$ cat config.mk
export PLATFORM = sky130hd
export DESIGN_NAME = psc_strap_config
export DESIGN_NICKNAME = d
export VERILOG_FILES = /design/src/psc_pkg.sv /design/src/psc_strap_config.sv
export SDC_FILE = /design/constraint.sdc
export NUM_CORES = 1
export LEC_CHECK = 0
export BUFFER_PORTS_ARGS = -buffer_cell sky130_fd_sc_hd__buf_2
export CELL_PAD_IN_SITES_DETAIL_PLACEMENT = 1
export CELL_PAD_IN_SITES_GLOBAL_PLACEMENT = 2
export CORE_ASPECT_RATIO = 1.5
export CORE_MARGIN = 10
export CORE_UTILIZATION = 33
export DETAILED_ROUTE_END_ITERATION = 6
export MAX_ROUTING_LAYER = met4
export PLACE_DENSITY = 0.78
export SKIP_CTS_REPAIR_TIMING = 1
export SLEW_MARGIN = 5
export SYNTH_ARGS = -nofsm -noshare
export SYNTH_HDL_FRONTEND = slang
export SYNTH_SLANG_ARGS = --single-unit
$ cat constraint.sdc
create_clock -name clk_i -period 2.75 [get_ports clk_i]
set_input_delay 0.55 -clock clk_i [delete_from_list [all_inputs] [get_ports clk_i]]
set_output_delay 0.55 -clock clk_i [all_outputs]
set_load 0.02 [all_outputs]
$ cat src/psc_pkg.sv
// Shared types and constants for the strap mode configuration block
package psc_pkg;

  // Clock rates
  localparam int unsigned CLK_HZ = 40_000_000;
  localparam int unsigned AN_CLK_HZ = 25_000_000;

  // Strap sampling timing, in clock cycles; SAMPLE_PERIODS counts 25 MHz strap clock periods
  localparam logic [5:0] SETTLE_CYCLES = 6'h04;
  localparam int unsigned SAMPLE_PERIODS = 16;
  localparam int unsigned SAMPLE_CYCLES_INT =
    (SAMPLE_PERIODS * CLK_HZ + AN_CLK_HZ - 1) / AN_CLK_HZ;
  localparam logic [5:0] SAMPLE_CYCLES = SAMPLE_CYCLES_INT[5:0];
  localparam logic [3:0] MIN_TOGGLES = 4'h4;

  // Register indices; byte address is four times the index
  localparam logic [5:0] IDX_CFG = 6'h17;
  localparam logic [5:0] IDX_LBR = 6'h18;
  localparam logic [5:0] IDX_TST = 6'h1b;
  localparam logic [5:0] IDX_STRAP = 6'h1d;

  // Field positions
  localparam int unsigned CFG_REPEATER_BIT = 12;
  localparam int unsigned LBR_BP_ALIGN_BIT = 12;
  localparam int unsigned LBR_BP_SCR_BIT = 13;
  localparam int unsigned LBR_BP_CODE_BIT = 14;
  localparam int unsigned TST_SERIAL_BIT = 9;

  // Values after reset
  localparam logic [15:0] CFG_RST = 16'h0000;
  localparam logic [15:0] LBR_RST = 16'h0000;
  localparam logic [15:0] TST_RST = 16'h0000;

  // Advertised ability bits: {100 FD, 100 HD, 10 FD, 10 HD}
  localparam logic [3:0] ADV_10_BOTH = 4'h3;
  localparam logic [3:0] ADV_100_BOTH = 4'hc;
  localparam logic [3:0] ADV_ALL_FD = 4'ha;
  localparam logic [3:0] ADV_ALL_HD = 4'h5;
  localparam logic [3:0] ADV_ALL = 4'hf;

  typedef enum logic [1:0] {
    PSC_LVL_0, PSC_LVL_1, PSC_LVL_M, PSC_LVL_C
  } psc_level_t;

  typedef enum logic [1:0] {
    PSC_PH_SETTLE, PSC_PH_SAMPLE, PSC_PH_RUN
  } psc_phase_t;

  typedef struct packed {
    logic first;
    logic first_open;
    logic second;
    logic second_open;
    logic repeater;
    logic serial;
    logic bp_align;
    logic bp_code;
    logic bp_scr;
  } psc_strap_t;

  typedef struct packed {
    logic en;
    logic er_d4;
    logic [3:0] data;
  } psc_tx_t;

endpackage

$ cat src/psc_strap_config.sv
// Strap capture, mode registers and mode application for a 10/100 PHY
// What this block does
// - Read second autoneg strap as 0, 1, open or clock; sample at reset
// - First strap low, second clocked: advertise 10BASE-T half and full
// - Repeater strap high selects repeater mode, low selects node mode
// - Repeater or full-duplex node: carrier sense from receive only
// - Half-duplex node: carrier sense from receive or transmit
// - Carrier integrity monitor off in node mode, on in repeater mode
// - Repeater strap captured into configuration bit 12 at reset
// - Configuration register lives at management address 17h
// - Serial strap high: 10 Mb/s data on bit 0 of each MII bus
// - Serial strap ignored while running at 100 Mb/s
// - Serial strap low: data exchanged as four-bit nibbles
// - Serial strap captured into bit 9 of register 1Bh at reset
// - Alignment bypass: 100 Mb/s data skips all coding; status void
// - Alignment bypass: fifth transmit bit always active
// - Alignment bypass strap captured into bit 12 of register 18h
// - Block code bypass: skip 4B/5B coding, status stays valid
// - Block code bypass: fifth transmit bit gated by transmit enable
// - Block code bypass strap captured into bit 14 of register 18h
// - Scrambler bypass: skip scrambler and descrambler, status valid
// - Scrambler bypass strap captured into bit 13 of register 18h
`timescale 1ns/100ps
module psc_strap_config (
  // Clock, reset, enable
  input wire logic clk_i,
  input wire logic rst_i,
  input wire logic ce_i,
  // Strap pins
  input wire psc_pkg::psc_strap_t strap_i,
  // Wishbone slave
  input wire logic wb_cyc_i,
  input wire logic wb_stb_i,
  input wire logic wb_we_i,
  input wire logic [7:0] wb_adr_i,
  input wire logic [31:0] wb_dat_i,
  input wire logic [3:0] wb_sel_i,
  output logic [31:0] wb_dat_o,
  output logic wb_ack_o,
  // Link status from the datapath
  input wire logic speed100_i,
  input wire logic full_duplex_i,
  input wire logic rx_active_i,
  input wire logic tx_active_i,
  // MII transmit from MAC, receive nibble from decoder
  input wire psc_pkg::psc_tx_t mii_tx_i,
  input wire logic [3:0] rx_data_i,
  // Mode outputs
  output logic crs_o,
  output logic cim_enable_o,
  output logic serial_mode_o,
  output logic bp_align_o,
  output logic bp_code_o,
  output logic bp_scr_o,
  output logic [3:0] an_adv_o,
  output logic ready_o,
  // Datapath outputs
  output psc_pkg::psc_tx_t tx_o,
  output logic [3:0] rxd_o
);

  typedef struct packed {
    psc_pkg::psc_phase_t phase;
    logic ready;
    psc_pkg::psc_strap_t sync1;
    psc_pkg::psc_strap_t sync2;
    psc_pkg::psc_strap_t sync3;
    psc_pkg::psc_strap_t stable;
    logic [5:0] cnt;
    logic [3:0] toggles;
    logic [3:0] toggles_first;
    psc_pkg::psc_level_t lvl_first;
    psc_pkg::psc_level_t lvl_second;
    logic [3:0] adv;
    logic [15:0] cfg;
    logic [15:0] lbr;
    logic [15:0] tst;
    logic ack;
    logic [31:0] rdata;
    logic crs;
    logic carrier_integrity_monitor;
    logic serial;
    logic bp_align;
    logic bp_code;
    logic bp_scr;
    psc_pkg::psc_tx_t tx;
    logic [3:0] rxd;
  } psc_state_t;

  psc_state_t s;
  psc_state_t next_s;

  // Four-level decode; a toggling pin wins over open and tied levels
  function automatic psc_pkg::psc_level_t psc_level(
    input logic lvl, input logic open, input logic [3:0] tog);
    psc_pkg::psc_level_t r;
    if (tog >= psc_pkg::MIN_TOGGLES) begin
      r = psc_pkg::PSC_LVL_C;
    end else if (open) begin
      r = psc_pkg::PSC_LVL_M;
    end else if (lvl) begin
      r = psc_pkg::PSC_LVL_1;
    end else begin
      r = psc_pkg::PSC_LVL_0;
    end
    return r;
  endfunction

  // Advertisement for the clock-level rows; other codes advertise all
  function automatic logic [3:0] psc_adv(
    input psc_pkg::psc_level_t a0, input psc_pkg::psc_level_t a1);
    logic [3:0] r;
    r = psc_pkg::ADV_ALL;
    if (a0 == psc_pkg::PSC_LVL_0 && a1 == psc_pkg::PSC_LVL_C) begin
      r = psc_pkg::ADV_10_BOTH;
    end else if (a0 == psc_pkg::PSC_LVL_C && a1 == psc_pkg::PSC_LVL_1) begin
      r = psc_pkg::ADV_ALL_FD;
    end else if (a0 == psc_pkg::PSC_LVL_C && a1 == psc_pkg::PSC_LVL_0) begin
      r = psc_pkg::ADV_ALL_HD;
    end else if (a0 == psc_pkg::PSC_LVL_1 && a1 == psc_pkg::PSC_LVL_C) begin
      r = psc_pkg::ADV_100_BOTH;
    end
    return r;
  endfunction

  // Byte-lane write of a 16-bit register held in the low lanes
  function automatic logic [15:0] psc_wr16(
    input logic [15:0] old, input logic [31:0] d, input logic [3:0] sel);
    logic [15:0] r;
    r = old;
    if (sel[0]) begin
      r[7:0] = d[7:0];
    end
    if (sel[1]) begin
      r[15:8] = d[15:8];
    end
    return r;
  endfunction

  logic wb_req;
  logic [5:0] wb_idx;
  assign wb_req = wb_cyc_i & wb_stb_i & ~s.ack;
  assign wb_idx = wb_adr_i[7:2];

  always_comb begin
    logic rep;
    logic align;
    logic code;
    logic ser;
    rep = 1'b0;
    align = 1'b0;
    code = 1'b0;
    ser = 1'b0;
    next_s = s;
    if (ce_i) begin
      // Pin synchroniser; a change counts once stages two and three agree
      next_s.sync1 = strap_i;
      next_s.sync2 = s.sync1;
      next_s.sync3 = s.sync2;
      next_s.stable = psc_pkg::psc_strap_t'((s.sync2 & s.sync3) |
        (s.stable & (s.sync2 ^ s.sync3)));

      // Clock level shows up as toggles during the sample window
      if (s.phase == psc_pkg::PSC_PH_SAMPLE &&
          next_s.stable.second != s.stable.second &&
          s.toggles != 4'hf) begin
        next_s.toggles = s.toggles + 4'h1;
      end
      if (s.phase == psc_pkg::PSC_PH_SAMPLE &&
          next_s.stable.first != s.stable.first &&
          s.toggles_first != 4'hf) begin
        next_s.toggles_first = s.toggles_first + 4'h1;
      end

      unique case (s.phase)
        psc_pkg::PSC_PH_SETTLE: begin
          next_s.cnt = s.cnt + 6'h01;
          if (s.cnt == psc_pkg::SETTLE_CYCLES - 6'h01) begin
            next_s.phase = psc_pkg::PSC_PH_SAMPLE;
            next_s.cnt = 6'h00;
            next_s.toggles = 4'h0;
            next_s.toggles_first = 4'h0;
          end
        end
        psc_pkg::PSC_PH_SAMPLE: begin
          next_s.cnt = s.cnt + 6'h01;
          if (s.cnt == psc_pkg::SAMPLE_CYCLES - 6'h01) begin
            // One-time capture; afterwards only software changes these
            next_s.phase = psc_pkg::PSC_PH_RUN;
            next_s.lvl_first = psc_level(s.stable.first,
              s.stable.first_open, next_s.toggles_first);
            next_s.lvl_second = psc_level(s.stable.second,
              s.stable.second_open, next_s.toggles);
            next_s.adv = psc_adv(next_s.lvl_first,
              next_s.lvl_second);
            next_s.cfg[psc_pkg::CFG_REPEATER_BIT] =
              s.stable.repeater;
            next_s.tst[psc_pkg::TST_SERIAL_BIT] = s.stable.serial;
            next_s.lbr[psc_pkg::LBR_BP_ALIGN_BIT] =
              s.stable.bp_align;
            next_s.lbr[psc_pkg::LBR_BP_CODE_BIT] =
              s.stable.bp_code;
            next_s.lbr[psc_pkg::LBR_BP_SCR_BIT] = s.stable.bp_scr;
          end
        end
        psc_pkg::PSC_PH_RUN: begin
          next_s.cnt = s.cnt;
        end
        default: begin
          next_s.phase = psc_pkg::PSC_PH_SETTLE;
        end
      endcase
      next_s.ready = next_s.phase == psc_pkg::PSC_PH_RUN;

      // Register access: one wait state; writes land with ack
      next_s.ack = wb_req;
      if (wb_req) begin
        next_s.rdata = 32'h0000_0000;
        unique case (wb_idx)
          psc_pkg::IDX_CFG: next_s.rdata[15:0] = s.cfg;
          psc_pkg::IDX_LBR: next_s.rdata[15:0] = s.lbr;
          psc_pkg::IDX_TST: next_s.rdata[15:0] = s.tst;
          psc_pkg::IDX_STRAP: next_s.rdata[8:0] =
            {s.phase == psc_pkg::PSC_PH_RUN, s.adv,
             s.lvl_second, s.lvl_first};
          default: next_s.rdata = 32'h0000_0000;
        endcase
      end
      if (wb_cyc_i && wb_stb_i && wb_we_i && s.ack &&
          s.phase == psc_pkg::PSC_PH_RUN) begin
        unique case (wb_idx)
          psc_pkg::IDX_CFG: next_s.cfg = psc_wr16(s.cfg, wb_dat_i,
            wb_sel_i);
          psc_pkg::IDX_LBR: next_s.lbr = psc_wr16(s.lbr, wb_dat_i,
            wb_sel_i);
          psc_pkg::IDX_TST: next_s.tst = psc_wr16(s.tst, wb_dat_i,
            wb_sel_i);
          default: next_s.rdata = next_s.rdata;
        endcase
      end

      // Modes follow the register bits, never the live pins
      if (s.phase == psc_pkg::PSC_PH_RUN) begin
        rep = s.cfg[psc_pkg::CFG_REPEATER_BIT];
        align = s.lbr[psc_pkg::LBR_BP_ALIGN_BIT] & speed100_i;
        code = s.lbr[psc_pkg::LBR_BP_CODE_BIT] & speed100_i;
        ser = s.tst[psc_pkg::TST_SERIAL_BIT] & ~speed100_i;
      end
      next_s.carrier_integrity_monitor = rep;
      next_s.serial = ser;
      next_s.bp_align = align;
      next_s.bp_code = code;
      next_s.bp_scr = s.phase == psc_pkg::PSC_PH_RUN &&
        s.lbr[psc_pkg::LBR_BP_SCR_BIT] && speed100_i;

      // Carrier sense held low while it carries no meaning
      if (s.phase != psc_pkg::PSC_PH_RUN || align) begin
        next_s.crs = 1'b0;
      end else if (rep || full_duplex_i) begin
        next_s.crs = rx_active_i;
      end else begin
        next_s.crs = rx_active_i | tx_active_i;
      end

      // Serial uses bit 0 only; nibble mode passes all four
      next_s.tx.en = mii_tx_i.en;
      next_s.tx.data = ser ? {3'h0, mii_tx_i.data[0]} :
        mii_tx_i.data;
      next_s.rxd = ser ? {3'h0, rx_data_i[0]} : rx_data_i;
      if (align) begin
        next_s.tx.er_d4 = mii_tx_i.er_d4;
      end else begin
        next_s.tx.er_d4 = mii_tx_i.er_d4 & mii_tx_i.en;
      end
    end
  end

  always_ff @(posedge clk_i) begin
    if (rst_i) begin
      s <= '0;
      s.phase <= psc_pkg::PSC_PH_SETTLE;
      s.cfg <= psc_pkg::CFG_RST;
      s.lbr <= psc_pkg::LBR_RST;
      s.tst <= psc_pkg::TST_RST;
    end else begin
      s <= next_s;
    end
  end

  assign wb_dat_o = s.rdata;
  assign wb_ack_o = s.ack;
  assign crs_o = s.crs;
  assign cim_enable_o = s.carrier_integrity_monitor;
  assign serial_mode_o = s.serial;
  assign bp_align_o = s.bp_align;
  assign bp_code_o = s.bp_code;
  assign bp_scr_o = s.bp_scr;
  assign an_adv_o = s.adv;
  assign ready_o = s.ready;
  assign tx_o = s.tx;
  assign rxd_o = s.rxd;

  // Checks
  logic run;
  logic cap;
  assign run = s.phase == psc_pkg::PSC_PH_RUN;
  assign cap = s.phase == psc_pkg::PSC_PH_SAMPLE && ce_i &&
    s.cnt == psc_pkg::SAMPLE_CYCLES - 6'h01;

  property p_crs_half;
    @(posedge clk_i) disable iff (rst_i)
      (ce_i && run && !s.cfg[psc_pkg::CFG_REPEATER_BIT] &&
       !full_duplex_i && tx_active_i &&
       !(s.lbr[psc_pkg::LBR_BP_ALIGN_BIT] && speed100_i)) |=> crs_o;
  endproperty
  a_crs_half: assert property (p_crs_half)
    else $error("carrier sense missed transmit activity");

  property p_crs_rx_only;
    @(posedge clk_i) disable iff (rst_i)
      (ce_i && run && !rx_active_i &&
       (s.cfg[psc_pkg::CFG_REPEATER_BIT] || full_duplex_i)) |=> !crs_o;
  endproperty
  a_crs_rx_only: assert property (p_crs_rx_only)
    else $error("carrier sense asserted without receive");

  property p_cim;
    @(posedge clk_i) disable iff (rst_i)
      (ce_i && run) |=> cim_enable_o ==
        $past(s.cfg[psc_pkg::CFG_REPEATER_BIT]);
  endproperty
  a_cim: assert property (p_cim)
    else $error("integrity monitor does not follow mode");

  property p_cap_rep;
    @(posedge clk_i) disable iff (rst_i)
      cap |=> s.cfg[psc_pkg::CFG_REPEATER_BIT] ==
        $past(s.stable.repeater) ##1 !ce_i || run;
  endproperty
  a_cap_rep: assert property (p_cap_rep)
    else $error("repeater strap not captured");

  property p_cap_ser;
    @(posedge clk_i) disable iff (rst_i)
      cap |=> s.tst[psc_pkg::TST_SERIAL_BIT] == $past(s.stable.serial);
  endproperty
  a_cap_ser: assert property (p_cap_ser)
    else $error("serial strap not captured");

  property p_cap_bp;
    @(posedge clk_i) disable iff (rst_i)
      cap |=> s.lbr[14:12] == $past({s.stable.bp_code,
        s.stable.bp_scr, s.stable.bp_align});
  endproperty
  a_cap_bp: assert property (p_cap_bp)
    else $error("bypass straps not captured");

  property p_ser_100;
    @(posedge clk_i) disable iff (rst_i)
      (ce_i && speed100_i) |=> !serial_mode_o;
  endproperty
  a_ser_100: assert property (p_ser_100)
    else $error("serial mode active at 100 Mb/s");

  property p_ser_data;
    @(posedge clk_i) disable iff (rst_i)
      serial_mode_o |-> tx_o.data[3:1] == 3'h0 && rxd_o[3:1] == 3'h0;
  endproperty
  a_ser_data: assert property (p_ser_data)
    else $error("serial mode drives upper data bits");

  property p_d4_align;
    @(posedge clk_i) disable iff (rst_i)
      (ce_i && run && speed100_i && s.lbr[psc_pkg::LBR_BP_ALIGN_BIT])
        |=> tx_o.er_d4 == $past(mii_tx_i.er_d4);
  endproperty
  a_d4_align: assert property (p_d4_align)
    else $error("fifth transmit bit not always active");

  property p_d4_code;
    @(posedge clk_i) disable iff (rst_i)
      (ce_i && !mii_tx_i.en && !(run && speed100_i &&
       s.lbr[psc_pkg::LBR_BP_ALIGN_BIT])) |=> !tx_o.er_d4;
  endproperty
  a_d4_code: assert property (p_d4_code)
    else $error("fifth transmit bit not gated by enable");

  property p_adv_10;
    @(posedge clk_i) disable iff (rst_i)
      (run && s.lvl_first == psc_pkg::PSC_LVL_0 &&
       s.lvl_second == psc_pkg::PSC_LVL_C) |-> an_adv_o == 4'h3;
  endproperty
  a_adv_10: assert property (p_adv_10)
    else $error("wrong advertisement for clocked strap");

endmodule

# [Word level (Yosys, flattened, before mapping)]
# Index checks and enable logic that the tools add are counted.
[op_classes] add_sub_neg=3 n_lt_le_gt_ge=2 eq_ne=21 n_mux=57 bitwise=13 reduce_logical=32
[op_table] operator="8-bit 2-to-1 mux" count=6
[op_table] operator="45-bit 2-to-1 mux" count=1
[op_table] operator="4-bit 2-to-1 mux" count=9
[op_table] operator="9-bit case mux with 4 select lines" count=1
[op_table] operator="16-bit 2-to-1 mux" count=2
[op_table] operator="6-bit by 5-bit equality test with 1-bit output (second input constant)" count=5
[op_table] operator="2-bit 2-to-1 mux" count=14
[op_table] operator="4-bit AND reduction" count=6
[op_table] operator="7-bit case mux with 3 select lines" count=1
[op_table] operator="9-bit bitwise AND" count=2
[op_table] operator="1-bit 2-to-1 mux" count=16
[op_table] operator="1-bit logical AND" count=14
[op_table] operator="14-bit 2-to-1 mux" count=1
[op_table] operator="13-bit 2-to-1 mux" count=1
[op_table] operator="6-bit case mux with 2 select lines" count=1
[op_table] operator="2-bit AND reduction" count=5
[op_table] operator="3-bit inequality test (second input constant)" count=3
[op_table] operator="9-bit OR" count=1
[op_table] operator="9-bit XOR" count=1
[op_table] operator="4-bit by 1-bit adder with 4-bit output (second input constant)" count=2
[op_table] operator="2-bit equality test (second input constant)" count=4
[op_table] operator="4-bit by 3-bit >= comparator with 1-bit output (second input constant)" count=2
[op_table] operator="4-bit inequality test (second input constant)" count=2
[op_table] operator="6-bit by 1-bit adder with 6-bit output (second input constant)" count=1
[op_table] operator="14 further kinds" count=27
[word_totals] ff_bits=142 input_bits=73 output_inout_bits=54 word_cells=193

# [Logic depth before layout (Yosys ltp)]
[logic_depth] depth_word=19 ltp_mapped=7 ltp_nobuf=7

# [Worst setup path after synthesis]
# OpenSTA, ideal clock, no wires.
[synth_path] path_type="reg-to-reg" startpoint="reg s[136] in the netlist's numbering" endpoint="reg s, in the netlist an_adv_o[0]" setup_ns=0.128 t_arrival_ns=1.973 t_required_ns=2.622 path_slack_ns=0.649 stages_incl_launch_ff=7 n_path_buf=0 synth_period_minus_slack_ns=2.101 path_cell_list="dfxtp_1 > ha_1 > or3b_4 > a211oi_2 > mux2_2 > nor4b_2 > o31ai_1"
[synth_between] elab_chain_cells=19 elab_cells_between_ends=25 cone_classes="order compare (1); eq/ne (3); mux (10); bitwise (4); reduce/logical (7)"
[synth_lines] item="from (decl)" line_no="psc_strap_config.sv:90" source="psc_state_t s;"
[synth_lines] item="from (signal assigned)" line_no="psc_strap_config.sv:286" source="s <= next_s;"
[synth_lines] item="9-bit XOR" line_no="psc_strap_config.sv:161" source="(s.stable & (s.sync2 ^ s.sync3)));"
[synth_lines] item="9-bit bitwise AND" line_no="psc_strap_config.sv:161"
[synth_lines] item="9-bit OR *" line_no="psc_strap_config.sv:160" source="next_s.stable = psc_pkg::psc_strap_t'((s.sync2 & s.sync3) |"
[synth_lines] item="1-bit inequality test *" line_no="psc_strap_config.sv:170" source="next_s.stable.first != s.stable.first &&"
[synth_lines] item="1-bit logical AND *" line_no="psc_strap_config.sv:169" source="if (s.phase == psc_pkg::PSC_PH_SAMPLE &&"
[synth_lines] item="1-bit logical AND *" line_no="psc_strap_config.sv:170"
[synth_lines] item="4-bit 2-to-1 mux *" line_no="psc_strap_config.sv:169"
[synth_lines] item="4-bit 2-to-1 mux *" line_no="psc_strap_config.sv:155" source="if (ce_i) begin"
[synth_lines] item="[3 not listed]"
[synth_lines] item="2-bit 2-to-1 mux *" line_no="psc_strap_config.sv:175" source="unique case (s.phase)"
[synth_lines] item="2-bit 2-to-1 mux *" line_no="psc_strap_config.sv:155"
[synth_lines] item="2-bit by 1-bit equality test with 1-bit output" line_no="psc_strap_config.sv:120" source="end else if (a0 == psc_pkg::PSC_LVL_1 && a1 == psc_pkg::PSC_LVL_C) begin"
[synth_lines] item="1-bit logical AND" line_no="psc_strap_config.sv:120"
[synth_lines] item="2-bit 2-to-1 mux" line_no="psc_strap_config.sv:120"
[synth_lines] item="4-bit 2-to-1 mux" line_no="psc_strap_config.sv:118" source="end else if (a0 == psc_pkg::PSC_LVL_C && a1 == psc_pkg::PSC_LVL_0) begin"
[synth_lines] item="4-bit 2-to-1 mux" line_no="psc_strap_config.sv:116" source="end else if (a0 == psc_pkg::PSC_LVL_C && a1 == psc_pkg::PSC_LVL_1) begin"
[synth_lines] item="4-bit 2-to-1 mux *" line_no="psc_strap_config.sv:114" source="if (a0 == psc_pkg::PSC_LVL_0 && a1 == psc_pkg::PSC_LVL_C) begin"
# Mark *: on every way between the ends. The rest lies on a longest branch, timed or not. The select of a mux whose other input is x is not followed.
# A chain may end at the register's enable or synchronous reset.

# [Worst setup path after layout]
[layout_path] startpoint="reg s[136] in the netlist's numbering" endpoint="reg s, in the netlist an_adv_o[3]"
[layout_between] elab_chain_cells=18 elab_cells_between_ends=22 cone_classes="order compare (1); eq/ne (2); mux (9); bitwise (4); reduce/logical (6)"
[layout_lines] item="9-bit XOR" line_no="psc_strap_config.sv:161"
[layout_lines] item="9-bit bitwise AND" line_no="psc_strap_config.sv:161"
[layout_lines] item="9-bit OR *" line_no="psc_strap_config.sv:160"
[layout_lines] item="1-bit inequality test *" line_no="psc_strap_config.sv:170"
[layout_lines] item="1-bit logical AND *" line_no="psc_strap_config.sv:169"
[layout_lines] item="1-bit logical AND *" line_no="psc_strap_config.sv:170"
[layout_lines] item="4-bit 2-to-1 mux *" line_no="psc_strap_config.sv:169"
[layout_lines] item="4-bit 2-to-1 mux *" line_no="psc_strap_config.sv:155"
[layout_lines] item="[2 not listed]"
[layout_lines] item="2-bit 2-to-1 mux *" line_no="psc_strap_config.sv:187" source="if (s.cnt == psc_pkg::SAMPLE_CYCLES - 6'h01) begin"
[layout_lines] item="2-bit 2-to-1 mux *" line_no="psc_strap_config.sv:175"
[layout_lines] item="2-bit 2-to-1 mux *" line_no="psc_strap_config.sv:155"
[layout_lines] item="2-bit equality test" line_no="psc_strap_config.sv:116, psc_strap_config.sv:118"
[layout_lines] item="1-bit logical AND" line_no="psc_strap_config.sv:118"
[layout_lines] item="4-bit 2-to-1 mux" line_no="psc_strap_config.sv:118"
[layout_lines] item="4-bit 2-to-1 mux" line_no="psc_strap_config.sv:116"
[layout_lines] item="4-bit 2-to-1 mux *" line_no="psc_strap_config.sv:114"
# Marks and branches as above.

==> flow_summary.ini <==
[global_route]
grt_use_total = 0.151
grt_pass1_vias = 5761
grt_first_pass_wirelength_um = 30600
antenna_found_initial = 0
grt_max_degree = 80
overflow = 0

[floorplan]
core_sq_mm = 0.0192
chipHeight_um = 192
num_rows = 62
die-area_sq_mm = 0.0257
dieWidth_um = 134
initial_core_util = 0.337
io_pins = 127

[logic_synthesis]
synthTopCellsByArea = dfxtp_1, mux2i_1, buf_4
ys_top_cells_by_count = dfxtp_1, nor2_1, a21oi_1, nand2_1, o21ai_0
async_reset_ff_frac = 0
ys.flop_type = dfxtp_1
synth_cells = 721
synth_warnings = 0
synth_edf_count = 0
synth.most_common_cell = dfxtp_1
synth_area_leader_cell = dfxtp_1
syn_avg_cell_area_sq_um = 8.98
netlist_area_sq_mm = 0.00648
seq_area_frac_synth = 0.439
synth_top_area_frac = 0.439
synth_cell_types = 70
ys_ff_latch = 142

[critical_path]
reg2reg_depth = 6
required_ps = 3050
cp-start-kind = flip-flop
worstReg2RegEnd = an_adv_o[3]
r2r_start = s[136]
worstSetupPathType = reg -> reg
r2r_slack_ps = 370
cp.arrival_ps = 2680
cp_max_fo = 6
crit_path_end_kind = flip-flop

[placement]
dp_hpwl_um = 13800
portBuffers = 90
gp_congestion = 0.824

[cells_and_area]
multi_input_area_sq_mm = 0.00315
layout.nets = 864
drive_gt1_frac = 0.202
seqCellArea_sq_mm = 0.00284
fillers = 2309
areaGrowthSynthToFinish_pct = 17.2
antenna_cells = 0

[power]
p_sw_frac = 0.236
pwr-share-comb = 0.057
power.density_mw_per_mm2 = 646
power_leakage_nw = 3.09
p_int_w = 0.00374
p_switching_w = 0.00116
ir_drop_uv = 286
finalPower_w = 0.00490
clockPowerShare = 0.513
seqPwrFrac = 0.430

[detailed_routing]
ant_nets = 0
detail_route.vias_per_cell = 5.19
drt_first_iter_violations = 254
drtPass1Iterations = 5
post-route-drc-count = 0
drt-total-wl_um = 19000
wl_per_cell_um = 18.1
num_vias = 5438

[sta]
post-route-period-util = 0.866
hold_viol = 0
rsz0062_at_grt = no
fmax_mhz = 420
finClkSkew_ps = 8.02
max-slew-margin-rel = 0.424
worst_pin_slew_ps = 864
tns_ps = 0
slew_viol_final = 0
setup_viol = 0
period_needed_ps = 2380

[flow_run]
max-cap-violations = 0

[hold_path]
hold_class = in -> reg
hold_path_depth = 3
worstHoldStart = rx_data_i[3]
min_to = rxd_o[3]

[clock_tree]
clockRootBuffer = clkbuf_16
clk_latency_ps = 430
clk_pin_slew_ps = 60
cts_made_buffers = 17
cts_sinks = 142
h-tree-depth = 4
clock_path_buffers = 2
cts_tree = done

[outcome]
status = complete, no violations
==> worst max-delay path by stage <==
stage / endpoint / cells past startpoint / from
global route: an_adv_o[1] / 6 / s[145]
detailed placement: an_adv_o[1] / 6 / s[136]
global placement: an_adv_o[1] / 6 / s[136]
floorplan: an_adv_o[0] / 6 / s[136]
CTS: an_adv_o[1] / 6 / s[136]
finish: an_adv_o[3] / 6 / s[136]
==> layer usage <==
metal	vias to the layer above	wire [um]	GRT usage
li1	2642	-	-
met3	20	718	0.0298
met4	0	295	0.0558
met5	-	0	-
met1	2672	7630	0.159
met2	104	10300	0.273
==> cell families after synthesis <==
logic type,after synthesis,share of synthesized area
simple gates,220,0.171
compound gates,197,0.201
flops,142,0.439
buf+inv,95,0.0829
mux,47,0.0728
fa+ha+maj,13,0.0251
xor+xnor,6,0.00812
other cells,1,0.000579
==> power by group through the flow <==
stage	clock network, W	logic [W]	registers (W)
floorplan	0	0.000196	0.00215
detailed placement	0	0.000279	0.00216
global route	0.00266	0.000305	0.00211
finish	0.00252	0.000277	0.00211
global placement	0	0.000270	0.00215
CTS	0.00257	0.000281	0.00211
==> worst max-delay path: stages (launching register included) <==
cell and delay (ps):
dfxtp_1 330, ha_1 310, or3b_4 410, a211oi_2 230, mux2_2 430, nor4_1 400, o31ai_1 150
==> final cells by class <==
| cell class | count | area share |
|---|---|---|
| multi-input cells | 499 | 0.415 |
| flip-flops and latches | 142 | 0.375 |
| repair buffers | 109 | 0.0785 |
| clock buffers | 19 | 0.0584 |
| well taps | 256 | 0.0422 |
| clock inverters | 13 | 0.0264 |
| inverters | 9 | 0.00445 |
==> layout by cell type (no fill, tap or decap), types with 9 or more instances in the layout <==
cell type	netlist	routed
nor3_1	9	9
a22o_1	18	18
conb_1	1	16
a21oi_1	66	66
nand2_1	66	66
dfxtp_1	142	142
buf_2	6	89
o21ai_0	54	54
buf_4	46	20
nor2_1	83	83
mux2i_1	46	46
clkbuf_16	0	17
ha_1	13	13
inv_1	9	9
==> metrics by stage <==
stage,utilization,cell area [sq um],setup slack [ps],hold WS [ps],cells
finish,0.394,7590,368,359,1047
global route,0.394,7590,225,365,1047
CTS,0.394,7590,345,348,1047
detailed placement,0.361,6950,418,449,1015
global placement,0.361,6950,498,443,1015
floorplan,-,6530,649,437,736
==> registers in the layout (all words and copies together) (netlist names) <==
register,count
s,104
wb_dat_o,16
tx_o,6
an_adv_o,4
rxd_o,4
bp_align_o,1
bp_code_o,1
bp_scr_o,1
cim_enable_o,1
crs_o,1
ready_o,1
serial_mode_o,1
wb_ack_o,1
Power figures use the tool's default switching activity.
